**config.mk**
```make
export PLATFORM = sky130hd
export DESIGN_NAME = irq_mask_ctrl
export DESIGN_NICKNAME = d
export VERILOG_FILES = /design/src/core/irq_mask_pkg.sv /design/src/core/irq_mask_ctrl.sv
export SDC_FILE = /design/constraint.sdc
export NUM_CORES = 1
export LEC_CHECK = 0
export ABC_AREA = 1
export BUFFER_PORTS_ARGS = -buffer_cell sky130_fd_sc_hd__buf_2
export CAP_MARGIN = 10
export CORE_MARGIN = 2
export CORE_UTILIZATION = 40
export DETAILED_ROUTE_END_ITERATION = 8
export PLACE_DENSITY = 0.76
export SYNTH_ARGS = -nofsm -noshare
export SYNTH_HDL_FRONTEND = slang
export SYNTH_SLANG_ARGS = --single-unit
```
**constraint.sdc**
```tcl
create_clock -name sys_clk -period 4.5 [get_ports sys_clk]
set_input_delay 0.9 -clock sys_clk [delete_from_list [all_inputs] [get_ports sys_clk]]
set_output_delay 0.9 -clock sys_clk [all_outputs]
set_load 0.01 [all_outputs]
```
**src/core/irq_mask_pkg.sv**
```systemverilog
// Purpose: constants for the interrupt mask and stop control block
// Assumes: 32-bit mask word, high half in bits 31..16
// Notes: bit positions are word-absolute
package irq_mask_pkg;
    localparam int MASK_W = 32;
    localparam logic [31:0] MASK_RESET = 32'hFFFF_FFFF;
    localparam logic [31:0] MASK_USED = 32'hFFFF_7FFF;
    // high word
    localparam int BIT_BUS_IRQ_SLOT = 31;
    localparam int BIT_BUS_IRQ_E = 30;
    localparam int BIT_BUS_IRQ_F = 29;
    localparam int BIT_BUS_IRQ_G = 28;
    localparam int BIT_TIMED_IRQ_COLLISION = 27;
    localparam int BIT_TIMED_INTERRUPT = 26;
    localparam int BIT_PROCESS_INTERRUPT = 25;
    localparam int BIT_BUS_LOCK_FAULT = 24;
    localparam int BIT_IO_NOT_READY = 23;
    localparam int BIT_COORDINATOR_HALT = 22;
    localparam int BIT_SINGLE_STEP = 21;
    localparam int BIT_ADDRESS_COMPARE_ACTIVE = 20;
    localparam int BIT_COPROC_IRQ = 19;
    localparam int BIT_COPROC_CLOCK_LOSS = 18;
    localparam int BIT_STUCK_READY_MEMORY = 17;
    localparam int BIT_BRACKET_COUNT_OVERFLOW = 16;
    // low word, bit 15 unused
    localparam int BIT_MISSING_BLOCK = 14;
    localparam int BIT_MISSING_DATA_BLOCK = 13;
    localparam int BIT_SOFT_HALT_EVENT = 12;
    localparam int BIT_TRANSFER_LOAD_FAULT = 11;
    localparam int BIT_SUBSTITUTION_FAULT = 10;
    localparam int BIT_BLOCK_STACK_OVERFLOW = 9;
    localparam int BIT_INTERRUPT_STACK_OVERFLOW = 8;
    localparam int BIT_POWER_FAILURE = 7;
    localparam int BIT_DELAYED_CLOCK_INTERRUPT = 6;
    localparam int BIT_ACCESS_TIMEOUT = 5;
    localparam int BIT_ADDRESSING_FAULT = 4;
    localparam int BIT_PARITY_FAULT = 3;
    localparam int BIT_CYCLE_OVERRUN = 2;
    localparam int BIT_MODE_SWITCH_HALT = 1;
    localparam int BIT_COPROC_DMA_REQUEST = 0;
    typedef enum logic [1:0] {RUN, SOFT_STOP, HARD_STOP} run_state_e;
endpackage

```
**src/core/irq_mask_ctrl.sv**
```systemverilog
// Purpose: interrupt event mask, pending latch and halt control of the cpu core
// Assumes: one op strobe at a time; events are same-clock pulses; backplane lines are async
// Notes: hard stop is left only by rst_n, which models power-down/up
//
// Notes on behaviour
// - the soft-halt operation moves the cpu at once into soft stop and no operation but hard halt follows.
// - the hard-halt operation enters hard stop, which only a power cycle can leave.
// - the mask-write operation copies bits 31..16 and 14..0 of the first work register into the mask; bit 15 stays 0.
// - the mask-read operation loads the 32-bit mask into the first work register.
// - an event with its mask bit cleared stays pending and interrupts nothing until cycle end.
// - a mask bit of 0 disables its event and a 1 enables it.
// - high mask word bits 15..0 hold slot bus irq down to bracket count overflow.
// - low mask word bit 15 is unused and bits 14..0 hold missing block down to coproc dma.
// - the slot bus irq bit is one shared position for whichever of lines a..d the slot has.
`timescale 1ns/10ps
module irq_mask_ctrl
    import irq_mask_pkg::*;
(
    input wire logic sys_clk,
    input wire logic rst_n,
    input wire logic mask_write_op,
    input wire logic mask_read_op,
    input wire logic soft_halt_op,
    input wire logic hard_halt_op,
    input wire logic cycle_end,
    input wire logic irq_ack,
    input wire logic [31:0] first_work_register,
    input wire logic [3:0] bus_irq_abcd,
    input wire logic [1:0] slot_line_sel,
    input wire logic [31:0] event_in,
    output logic [31:0] work_register_load,
    output logic work_register_load_en,
    output logic [31:0] interrupt_event_mask,
    output logic [31:0] pending_events,
    output logic irq_request,
    output logic [4:0] irq_vector,
    output logic exec_enable,
    output logic soft_stopped,
    output logic hard_stopped
);
    typedef struct packed {
        logic [31:0] mask;
        logic [31:0] pend;
        logic [31:0] rdata;
        logic rvalid;
        logic unmask_all;
        logic [3:0] bsync1;
        logic [3:0] bsync2;
        logic [3:0] bsync3;
        logic [3:0] bline;
        run_state_e state;
    } state_s;

    state_s q, d;

    // highest set bit wins; bit 31 has top priority
    function automatic logic [4:0] top_bit(input logic [31:0] v);
        logic [4:0] r;
        r = 5'h00;
        for (int i = 0; i < 32; i++) begin
            if (v[i]) begin
                r = 5'(i);
            end
        end
        return r;
    endfunction

    logic [31:0] ev;
    logic [31:0] eff;
    logic [31:0] ack_clr;
    logic [3:0] agree;

    always_comb begin
        ev = event_in & MASK_USED;
        // backplane lines are asynchronous: a level counts only once two stages agree,
        // so a one-cycle glitch never reaches the slot position
        agree = ~(q.bsync2 ^ q.bsync3);
        ev[BIT_BUS_IRQ_SLOT] = q.bline[slot_line_sel];
        eff = q.unmask_all ? 32'hFFFF_FFFF : q.mask;
        d = q;
        d.rvalid = 1'b0;
        d.bsync1 = bus_irq_abcd;
        d.bsync2 = q.bsync1;
        d.bsync3 = q.bsync2;
        d.bline = (agree & q.bsync3) | (~agree & q.bline);
        // ack only clears what is really requested, so a stray ack cannot drop bit 0
        ack_clr = 32'h0000_0000;
        if (irq_ack && q.state == RUN && (q.pend & eff) != 32'h0000_0000) begin
            ack_clr = 32'h0000_0001 << top_bit(q.pend & eff);
        end
        // events always latch, even with the bit masked; ack clears, new event wins
        d.pend = (q.pend & ~ack_clr) | ev;
        if (cycle_end) begin
            d.unmask_all = 1'b1;
        end else if (q.pend == 32'h0000_0000) begin
            d.unmask_all = 1'b0;
        end
        case (q.state)
            RUN: begin
                if (hard_halt_op) begin
                    d.state = HARD_STOP;
                end else if (soft_halt_op) begin
                    d.state = SOFT_STOP;
                end else if (mask_write_op) begin
                    d.mask = first_work_register & MASK_USED;
                    d.unmask_all = 1'b0;
                end else if (mask_read_op) begin
                    d.rdata = q.mask;
                    d.rvalid = 1'b1;
                end
            end
            SOFT_STOP: begin
                if (hard_halt_op) begin
                    d.state = HARD_STOP;
                end
            end
            HARD_STOP: d.state = HARD_STOP;
            default: d.state = RUN;
        endcase
    end

    always_ff @(posedge sys_clk or negedge rst_n) begin
        if (!rst_n) begin
            q <= '{mask: MASK_RESET & MASK_USED, pend: 32'h0, rdata: 32'h0,
                   rvalid: 1'b0, unmask_all: 1'b0, bsync1: 4'h0, bsync2: 4'h0,
                   bsync3: 4'h0, bline: 4'h0, state: RUN};
        end else begin
            q <= d;
        end
    end

    // ops are fenced combinationally so nothing runs in the halting cycle itself
    assign exec_enable = (q.state == RUN) && !soft_halt_op && !hard_halt_op;
    assign soft_stopped = (q.state == SOFT_STOP);
    assign hard_stopped = (q.state == HARD_STOP);
    assign interrupt_event_mask = q.mask;
    assign pending_events = q.pend;
    assign work_register_load = q.rdata;
    assign work_register_load_en = q.rvalid;
    assign irq_request = ((q.pend & eff) != 32'h0) && (q.state == RUN);
    assign irq_vector = top_bit(q.pend & eff);
endmodule

```
==> results by group, run 1 <==
Final layout
  • Share of cells above drive strength 1: 0.342
  • Commonest non-fill, non-tap cell in the layout: buf_2
  • Final Util: 0.478
  • Register area: 2890 µm²
  • Fillers: 1478
  • Diode count: 0
  • Layout Cells excl Fill: slightly below 1000
  • Syn-to-layout area delta: 17.6%
  • Layout Nets: 862
  • Commonest cells after routing, fill and taps aside: buf_2 (177), nand2_1 (142), inv_1 (82), dfrtp_1 (82), nor2_1 (50)
  • Design area: roughly 6900 µm²
  • Multi-input logic area: 1830 µm²

Min path
  • Hold crit path type: flop to flop
  • Worst min-delay path startpoint: d[10]
  • Hold path depth: 0
  • Worst Hold End: d[6]

Floorplan
  • Core area: about 14000 µm²
  • Rows: 44
  • # IOs: ~180
  • Die height: between 100 and 150 µm
  • Starting Density: 0.406
  • Die ar.: approximately 16000 µm²
  • Die X: around 130 µm

Synthesis
  • Seq/Total Area, Yosys: 0.494
  • Distinct cells, synth: 36
  • Ys Warns: 0
  • Synth Cell Area: 5860 µm²
  • Number of flops mapped to enable cells by yosys: 0
  • Asr flop ratio synth: 1.00
  • Synthesized flop and latch total: ~110
  • Top_reg_cell synth: dfrtp_1
  • Mean post-synth cell area: 8.45 µm²
  • Mapped Cells: between 600 and 700

Detailed routing
  • First DRT Iteration DRCs: 201
  • Drt total wl: 14.7 mm
  • Detail Route Antenna Nets: 0
  • Vias: 4514
  • WL/cell: 15.0 µm
  • Vias per cell: about 4.6
  • DRC Markers: 0
  • 1st-pass router iterations: 7

Pwr
  • Gate power share: 0.245
  • P_sw: roughly 0.0013 W
  • PwrDens: 606 nW/µm²
  • Int Pwr: roughly 0.0028 W
  • Worst VDD drop: 0.274 mV
  • Seq pwr share: 0.393
  • Pleak: 3.48 nW
  • Clock share of power: 0.362
  • Switch share: 0.317

Setup path
  • Crit path top cell by count: nand2_1
  • Reg-to-reg setup timing slack: ~1.4 ns
  • Crit. End Element: output port
  • Crit path DAT: 3.10 ns
  • Reg2Reg Depth: 35
  • Largest stage delay, worst path: 0.58 ns
  • Startpoint Class: flop
  • Reg2reg end: pending_events[23]
  • CP Max Fanout: 19
  • Slowest cell on crit path: dfrtp_2
  • R2r startpoint: q[18]
  • Worst Path Required: 3.60 ns
  • Setup CP Type: flop to output port

Clocking
  • TritonCTS clock tree: built
  • Clock buffer depth: 2
  • CTS Buf Count: 17
  • Worst-Skew Late Latency: approximately 0.41 ns
  • # clock sinks: between 100 and 150
  • Root Driver: clkbuf_16
  • Clk pin slew, worst setup/hold paths: approximately 0.050 ns
  • H-tree Lvls: 4
  • Post-CTS Setup Inserts: 0

STA
  • Final Hold Fails: 0
  • RSZ-0062 raised after global routing: no
  • Max Freq: ~250 MHz
  • Actual slew at the worst max-slew pin: ~1.1 ns
  • Worst Skew: approximately 0.0084 ns
  • Worst hold slack: approximately 0.35 ns
  • Post-Route Setup TNS: 0 ns
  • Pins Over Slew Limit: 0
  • Post-route minimum period: approximately 4.0 ns
  • Fin crit share: 0.888
  • Final setup viols: 0
  • Worst slew margin: 0.295

Run status
  • Status: finished, final reports clean

Global routing
  • First-pass GRT wire length: 23.7 mm
  • Largest net degree at the start of global routing: 85
  • Overall Global Routing Usage: 0.195
  • Grt ovf: 0
  • Vias in the first global route: between 4000 and 5000
  • Initial antenna violation count: 0

Place
  • Placed inst area: slightly above 6000 µm²
  • HPWL after DPL: 11.0 mm
  • I/O Buffers: 178
  • Routability congestion estimate from global placement: ~0.9
  • Dpl cells: about 950

Run
  • Max-Cap Viols: 0
==> cell usage after synthesis (2+ instances only) <==
cell type | count | area, µm²
nand2_1 | 143 | 537
nand3_1 | 26 | 130
clkinv_1 | 2 | 7.51
nand2_4 | 2 | 22.5
nor2_1 | 50 | 188
maj3_1 | 4 | 40.0
dfstp_2 | 31 | 815
inv_1 | 82 | 308
nor2_2 | 3 | 18.8
ha_1 | 4 | 50.1
dfrtp_1 | 83 | 2080
nand3_4 | 2 | 35.0
buf_4 | 96 | 721
o21a_1 | 2 | 15.0
o21ai_1 | 13 | 65.1
nand2_2 | 2 | 12.5
nor2_4 | 4 | 45.0
o21ai_2 | 2 | 17.5
o21ai_0 | 44 | 220
nor4_1 | 9 | 56.3
inv_2 | 7 | 26.3
nand4_1 | 6 | 37.5
clkbuf_1 | 16 | 60.1
o21bai_1 | 8 | 60.1
a21oi_1 | 41 | 205
==> power groups by stage <==
stage	clock [W]	sequential (W)	combinational, W
final	0.00151	0.00164	0.00102
after global placement	0	0.00164	0.00101
after CTS	0.00154	0.00164	0.00104
after global routing	0.00159	0.00169	0.00116
after detailed placement	0	0.00165	0.00104
after floorplan	0	0.00157	0.000983
==> through the flow <==
stage / total power, W / setup slack, ns
finish: 0.00417 / 0.505
detailed placement: 0.00269 / 0.668
floorplan: 0.00255 / 1.48
CTS: 0.00422 / 0.214
global route: 0.00443 / 0.0412
global placement: 0.00265 / 0.720
==> flip-flops by register name, summed over array words and instances (netlist names), named ones only <==
register / flops
d: 8
interrupt_event_mask: 31
pending_events: 32
q: 7
work_register_load: 31
work_register_load_en: 1
==> critical path: cells and delay by family, from the launching register on <==
family | cells | cell delay [ns]
and+or+nand+nor | 32 | 1.94
buffers and inverters | 1 | 0.14
DFF | 1 | 0.58
==> per-layer routing <==
layer / GRT usage / vias up / part of all wire
li1: - / 2263 / -
met1: 0.254 / 2059 / 0.45
met2: 0.306 / 170 / 0.45
met3: 0.0685 / 22 / 0.079
met4: 0.0647 / 0 / 0.018
met5: 0 / - / 0
==> worst max path at each step <==
stage | startpoint | to | slack (ns)
6_report | q[18] | irq_vector[0] | 0.50
5_1_grt | q[18] | irq_vector[0] | 0.04
4_1_cts | q[18] | irq_vector[0] | 0.21
3_5_place_dp | q[18] | irq_vector[0] | 0.67
3_3_place_gp | q[18] | irq_vector[0] | 0.72
2_1_floorplan | q[18] | irq_vector[0] | 1.48
==> cell type report <==
type | count | share of cell area
Clock buffer | 20 | 0.0678
Clock inverter | 12 | 0.0294
Inverter | 91 | 0.0496
Multi-Input combinational cell | 374 | 0.266
Sequential cell | 114 | 0.420
Tap cell | 184 | 0.0334
Timing Repair Buffer | 182 | 0.134
==> timing repair <==
action	CTS	global route
gates resized for setup	0	1
hold buffers	0	0
setup endpoints to repair	0	1
==> logic make-up (layout without fill, tap and decap cells) <==
logic type,count (synthesis),count (layout),synth area share
buffers and inverters,206,305,0.195
adders and majority gates,8,8,0.0154
other,1,2,0.000640
muxes,1,1,0.00171
AOI/OAI and AO/OA,113,113,0.105
and+or+nand+nor,250,250,0.189
DFF,114,114,0.494
(Power assumes the default switching activity.)
==> inputs of run 2 (changes only) <==
Settings changed: CELL_PAD_IN_SITES_DETAIL_PLACEMENT set to 1, CELL_PAD_IN_SITES_GLOBAL_PLACEMENT set to 2, CORE_UTILIZATION 40 to 32, PLACE_DENSITY 0.76 to 0.95.
==> run 2 against run 1 <==
Net effect: clock power fell by 9%; clock skew is essentially flat; combinational power hardly changed; highest routed layer is now met5; critical path depth is the same.
==> results by group, run 2 (synthesis gave the netlist of run 1 again) <==
Clocking
  • Clock buffer depth: 2
  • CTS resizes: 0
  • H-tree Lvls: 4
  • Clk pin slew, worst setup/hold paths: approximately 0.060 ns
  • Post-CTS Setup Inserts: 0
  • TritonCTS clock tree: built
  • Root Driver: clkbuf_16
  • Worst-Skew Late Latency: around 0.42 ns
  • CTS Buf Count: 17
  • # clock sinks: approximately 110
  • CTS Hold Bufs: 0

Run status
  • Status: finished, final reports clean

Detailed routing
  • WL/cell: approximately 16 µm
  • 1st-pass router iterations: 4
  • DRC Markers: 0
  • Vias: 4650
  • Drt total wl: 16.8 mm
  • Vias per cell: about 4.5
  • First DRT Iteration DRCs: 159
  • Detail Route Antenna Nets: 0

Final layout
  • Commonest cells after routing, fill and taps aside: buf_2 (177), nand2_1 (142), inv_1 (82), dfrtp_1 (82), nor2_1 (50)
  • Diode count: 0
  • Fillers: between 2000 and 2500
  • Layout Nets: roughly 860
  • Layout Cells excl Fill: ~1000
  • Share of cells above drive strength 1: 0.343
  • Commonest non-fill, non-tap cell in the layout: buf_2
  • Final Util: 0.382
  • Max reg flops: 32
  • Design area: about 7000 µm²
  • Syn-to-layout area delta: 17.3%

Setup path
  • Crit path DAT: around 3.1 ns
  • Crit. End Element: output port
  • Reg2Reg Depth: 35
  • CP Max Fanout: 19
  • Worst Path Required: between 3 and 4 ns
  • CP delay by family, top: simple AND/OR/NAND/NOR gates
  • Setup CP Type: flop to output port
  • Largest stage delay, worst path: between 0.6 and 0.7 ns
  • Crit path top cell by count: nand2_1
  • Startpoint Class: flop
  • Number of cells on the critical path: 33
  • Slowest cell on crit path: dfrtp_2
  • Number of buffers and inverters on the critical path: 1

STA
  • Actual slew at the worst max-slew pin: between 1 and 1.5 ns
  • Worst Skew: 0.00801 ns
  • Pins Over Slew Limit: 0
  • Fin crit share: 0.898
  • Worst slew margin: 0.332
  • RSZ-0062 raised after global routing: no
  • Max Freq: 247 MHz
  • Final Hold Fails: 0
  • Final setup viols: 0
  • Final worst slack: around 0.46 ns
  • Post-Route Setup TNS: 0 ns
  • Post-route minimum period: slightly above 4 ns

Run
  • Max-Cap Viols: 0

Min path
  • Hold crit path type: flop to flop
  • Hold path depth: 0

Pwr
  • Pleak: roughly 3.4 nW
  • Worst VDD drop: 0.270 mV
  • PwrDens: just under 600 nW/µm²

Floorplan
  • Core area: about 18000 µm²
  • Die height: between 100 and 150 µm
  • Rows: ~50
  • # IOs: between 150 and 200
  • Starting Density: 0.326
  • Die ar.: ~19000 µm²
  • Die X: between 100 and 150 µm

Global routing
  • Vias in the first global route: between 4000 and 5000
  • Largest net degree at the start of global routing: 72
  • Grt ovf: 0
  • Overall Global Routing Usage: 0.178
  • First-pass GRT wire length: 26.8 mm
  • Initial antenna violation count: 1

Place
  • HPWL after DPL: between 10 and 15 mm
  • Placed inst area: approximately 6300 µm²
  • Pre-CTS setup slack: 0.600 ns
  • Dpl cells: 990
  • I/O Buffers: 178
  • Routability congestion estimate from global placement: 0.801
## run 2: changes by cell type in the layout (fill, tap and decap cells not counted)
cell	before	now
clkinv_1	2	1
clkinv_4	1	2
inv_2	7	8
clkinvlp_4	4	3
clkbuf_8	3	0
inv_6	1	8
clkinv_2	1	0
bufinv_16	5	2
## run 2: final timing paths
path | slack [ns] | to | startpoint
max | 0.46 | irq_vector[0] | q[18]
min | 0.35 | d[9] | d[13]
max reg2reg | 1.28 | pending_events[9] | q[18]
min reg2reg | 0.35 | d[9] | d[13]
max in group asynchronous | 2.89 | interrupt_event_mask[9] | rst_n
min in group asynchronous | 0.59 | work_register_load[27] | rst_n
## run 2: through the flow
| step | hold WS (ns) | power, W |
|---|---|---|
| 2_1_floorplan | 0.331 | 0.00255 |
| 3_5_place_dp | 0.336 | 0.00272 |
| 3_3_place_gp | 0.333 | 0.00267 |
| 4_1_cts | 0.350 | 0.00413 |
| 6_report | 0.349 | 0.00407 |
| 5_1_grt | 0.366 | 0.00433 |
## run 2: power breakdown
| group | leakage [nW] | total (W) | internal [W] | switching [W] |
|---|---|---|---|---|
| Clock | 0.283 | 0.00138 | 0.000830 | 0.000546 |
| Sequential | 1.23 | 0.00164 | 0.00141 | 0.000225 |
| Combinational | 1.94 | 0.00105 | 0.000407 | 0.000644 |
| Total | 3.45 | 0.00407 | 0.00265 | 0.00141 |
## run 2: per-layer routing
metal / wire length (µm) / GRT usage
met5: 13 / 0
met4: 178 / 0.0436
met3: 1070 / 0.0599
met2: 8010 / 0.295
met1: 7540 / 0.225
## run 2: area by class of cell
type	count	area, µm²	share of cell area
sequential	114	2890	0.421
clock inverter	15	170	0.0248
clock buffer	17	425	0.0619
tap	229	287	0.0417
multi-input combinational	374	1830	0.266
timing repair buffer	182	923	0.134
inverter	91	342	0.0497
==> inputs of run 3 (changes only) <==
Settings changed: REMOVE_ABC_BUFFERS set to 1.
==> run 3 against run 2 <==
Net effect: worst setup slack better by 0.029 ns; routed wire length down 1.9%; sequential cell count stayed put; total power fell by 1.4%; largest cell class unchanged.
==> results by group, run 3 (synthesis gave the netlist of run 1 again) <==
Setup path
  • Reg2Reg Depth: 35
  • CP Max Fanout: 12
  • Slowest cell on crit path: dfrtp_1
  • Crit path top cell by count: nand2_1
  • R2r startpoint: q[18]
  • Reg2reg end: pending_events[17]
  • Crit. End Element: output port
  • Reg-to-reg setup timing slack: ~1.3 ns
  • Setup CP Type: flop to output port
  • Critical Path End: irq_vector[0]
  • Largest stage delay, worst path: between 0.6 and 0.7 ns
  • Crit path DAT: 3.11 ns
  • Worst Path Required: about 3.6 ns
  • Startpoint Class: flop
  • Worst Setup SP: q[18]

STA
  • Max Freq: 249 MHz
  • Final Hold Fails: 0
  • Post-Route Setup TNS: 0 ns
  • Worst slew margin: 0.351
  • Fin crit share: 0.892
  • Pins Over Slew Limit: 0
  • Worst Skew: 0.00657 ns
  • Post-route minimum period: ~4.0 ns
  • RSZ-0062 raised after global routing: no
  • Actual slew at the worst max-slew pin: ~0.97 ns
  • Final setup viols: 0

Detailed routing
  • DRC Markers: 0
  • Drt total wl: roughly 16 mm
  • Vias: roughly 4700
  • Vias per cell: ~4.5
  • First DRT Iteration DRCs: between 150 and 200
  • 1st-pass router iterations: 6
  • WL/cell: approximately 16 µm
  • Detail Route Antenna Nets: 0

Final layout
  • Commonest cells after routing, fill and taps aside: buf_2 (177), nand2_1 (142), dfrtp_1 (83)
  • Final Util: 0.382
  • Syn-to-layout area delta: 17.2%
  • Max reg flops: 32
  • Share of cells above drive strength 1: 0.340
  • Layout Nets: 862
  • Fillers: approximately 2200
  • Design area: between 6000 and 7000 µm²
  • Commonest non-fill, non-tap cell in the layout: buf_2

Floorplan
  • Rows: about 50
  • Core area: around 18000 µm²
  • Die ar.: 19400 µm²
  • # IOs: between 150 and 200
  • Die X: 139 µm
  • Starting Density: 0.326
  • Die height: 139 µm

Clocking
  • CTS Hold Bufs: 0
  • # clock sinks: 114
  • TritonCTS clock tree: built
  • Clk pin slew, worst setup/hold paths: approximately 0.06 ns
  • Clock buffer depth: 2
  • CTS resizes: 0
  • Root Driver: clkbuf_16
  • H-tree Lvls: 4
  • Post-CTS Setup Inserts: 0
  • CTS Buf Count: 17
  • Worst-Skew Late Latency: 0.41 ns

Place
  • HPWL after DPL: ~13 mm
  • I/O Buffers: between 150 and 200
  • Routability congestion estimate from global placement: approximately 0.81
  • Placed inst area: around 6300 µm²

Min path
  • Worst min-delay path startpoint: d[11]
  • Hold crit path type: flop to flop

Global routing
  • Vias in the first global route: between 4000 and 5000
  • Largest net degree at the start of global routing: 63
  • Grt ovf: 0
  • Initial antenna violation count: 1
  • Overall Global Routing Usage: 0.174
  • First-pass GRT wire length: around 26 mm

Run status
  • Status: finished, final reports clean

Run
  • Max-Cap Viols: 0

Pwr
  • Pleak: roughly 3.4 nW
  • Worst VDD drop: ~0.26 mV
  • PwrDens: 584 nW/µm²
-- run 3: metal layers --
metal,vias to the layer above,GRT usage,share of wire
li1,2270,-,-
met1,2222,0.231,0.46
met2,145,0.274,0.46
met3,15,0.0592,0.069
met4,0,0.0415,0.013
met5,-,0,0
-- run 3: cell type report --
type	instances	area, µm²	area share
timing repair buffer	182	923	0.135
antenna	1	2.50	0.000365
clock buffer	20	457	0.0665
clock inverter	12	131	0.0191
sequential	114	2890	0.421
multi-input combinational	374	1830	0.267
inverter	91	342	0.0498
tap	229	287	0.0417
-- run 3: critical path: cells and delay by family (launching register included) --
family / cells / cell delay [ns]
flops: 1 / 0.61
buf+inv: 1 / 0.14
simple gates: 32 / 1.96
-- run 3: worst min-delay path by stage --
stage	endpoint	slack (ns)	depth (start not counted)
2_1_floorplan	d[6]	0.33	0
3_3_place_gp	d[6]	0.33	0
3_5_place_dp	d[9]	0.34	0
4_1_cts	d[7]	0.35	0
5_1_grt	d[8]	0.35	0
6_report	d[7]	0.35	0
-- run 3: per-stage QoR --
| step | cells | power [W] | hold slack [ns] | setup slack, ns |
|---|---|---|---|---|
| 2_1_floorplan | 579 | 0.00217 | 0.331 | 1.12 |
| 3_3_place_gp | 990 | 0.00267 | 0.333 | 0.881 |
| 3_5_place_dp | 990 | 0.00271 | 0.337 | 0.899 |
| 4_1_cts | 1022 | 0.00408 | 0.348 | 0.425 |
| 5_1_grt | 1022 | 0.00429 | 0.355 | 0.0394 |
| 6_report | 1023 | 0.00401 | 0.347 | 0.488 |
-- run 3: power by group --
group | switching, W | internal (W)
logic | 0.000635 | 0.000407
registers | 0.000215 | 0.00141
clock network | 0.000492 | 0.000845
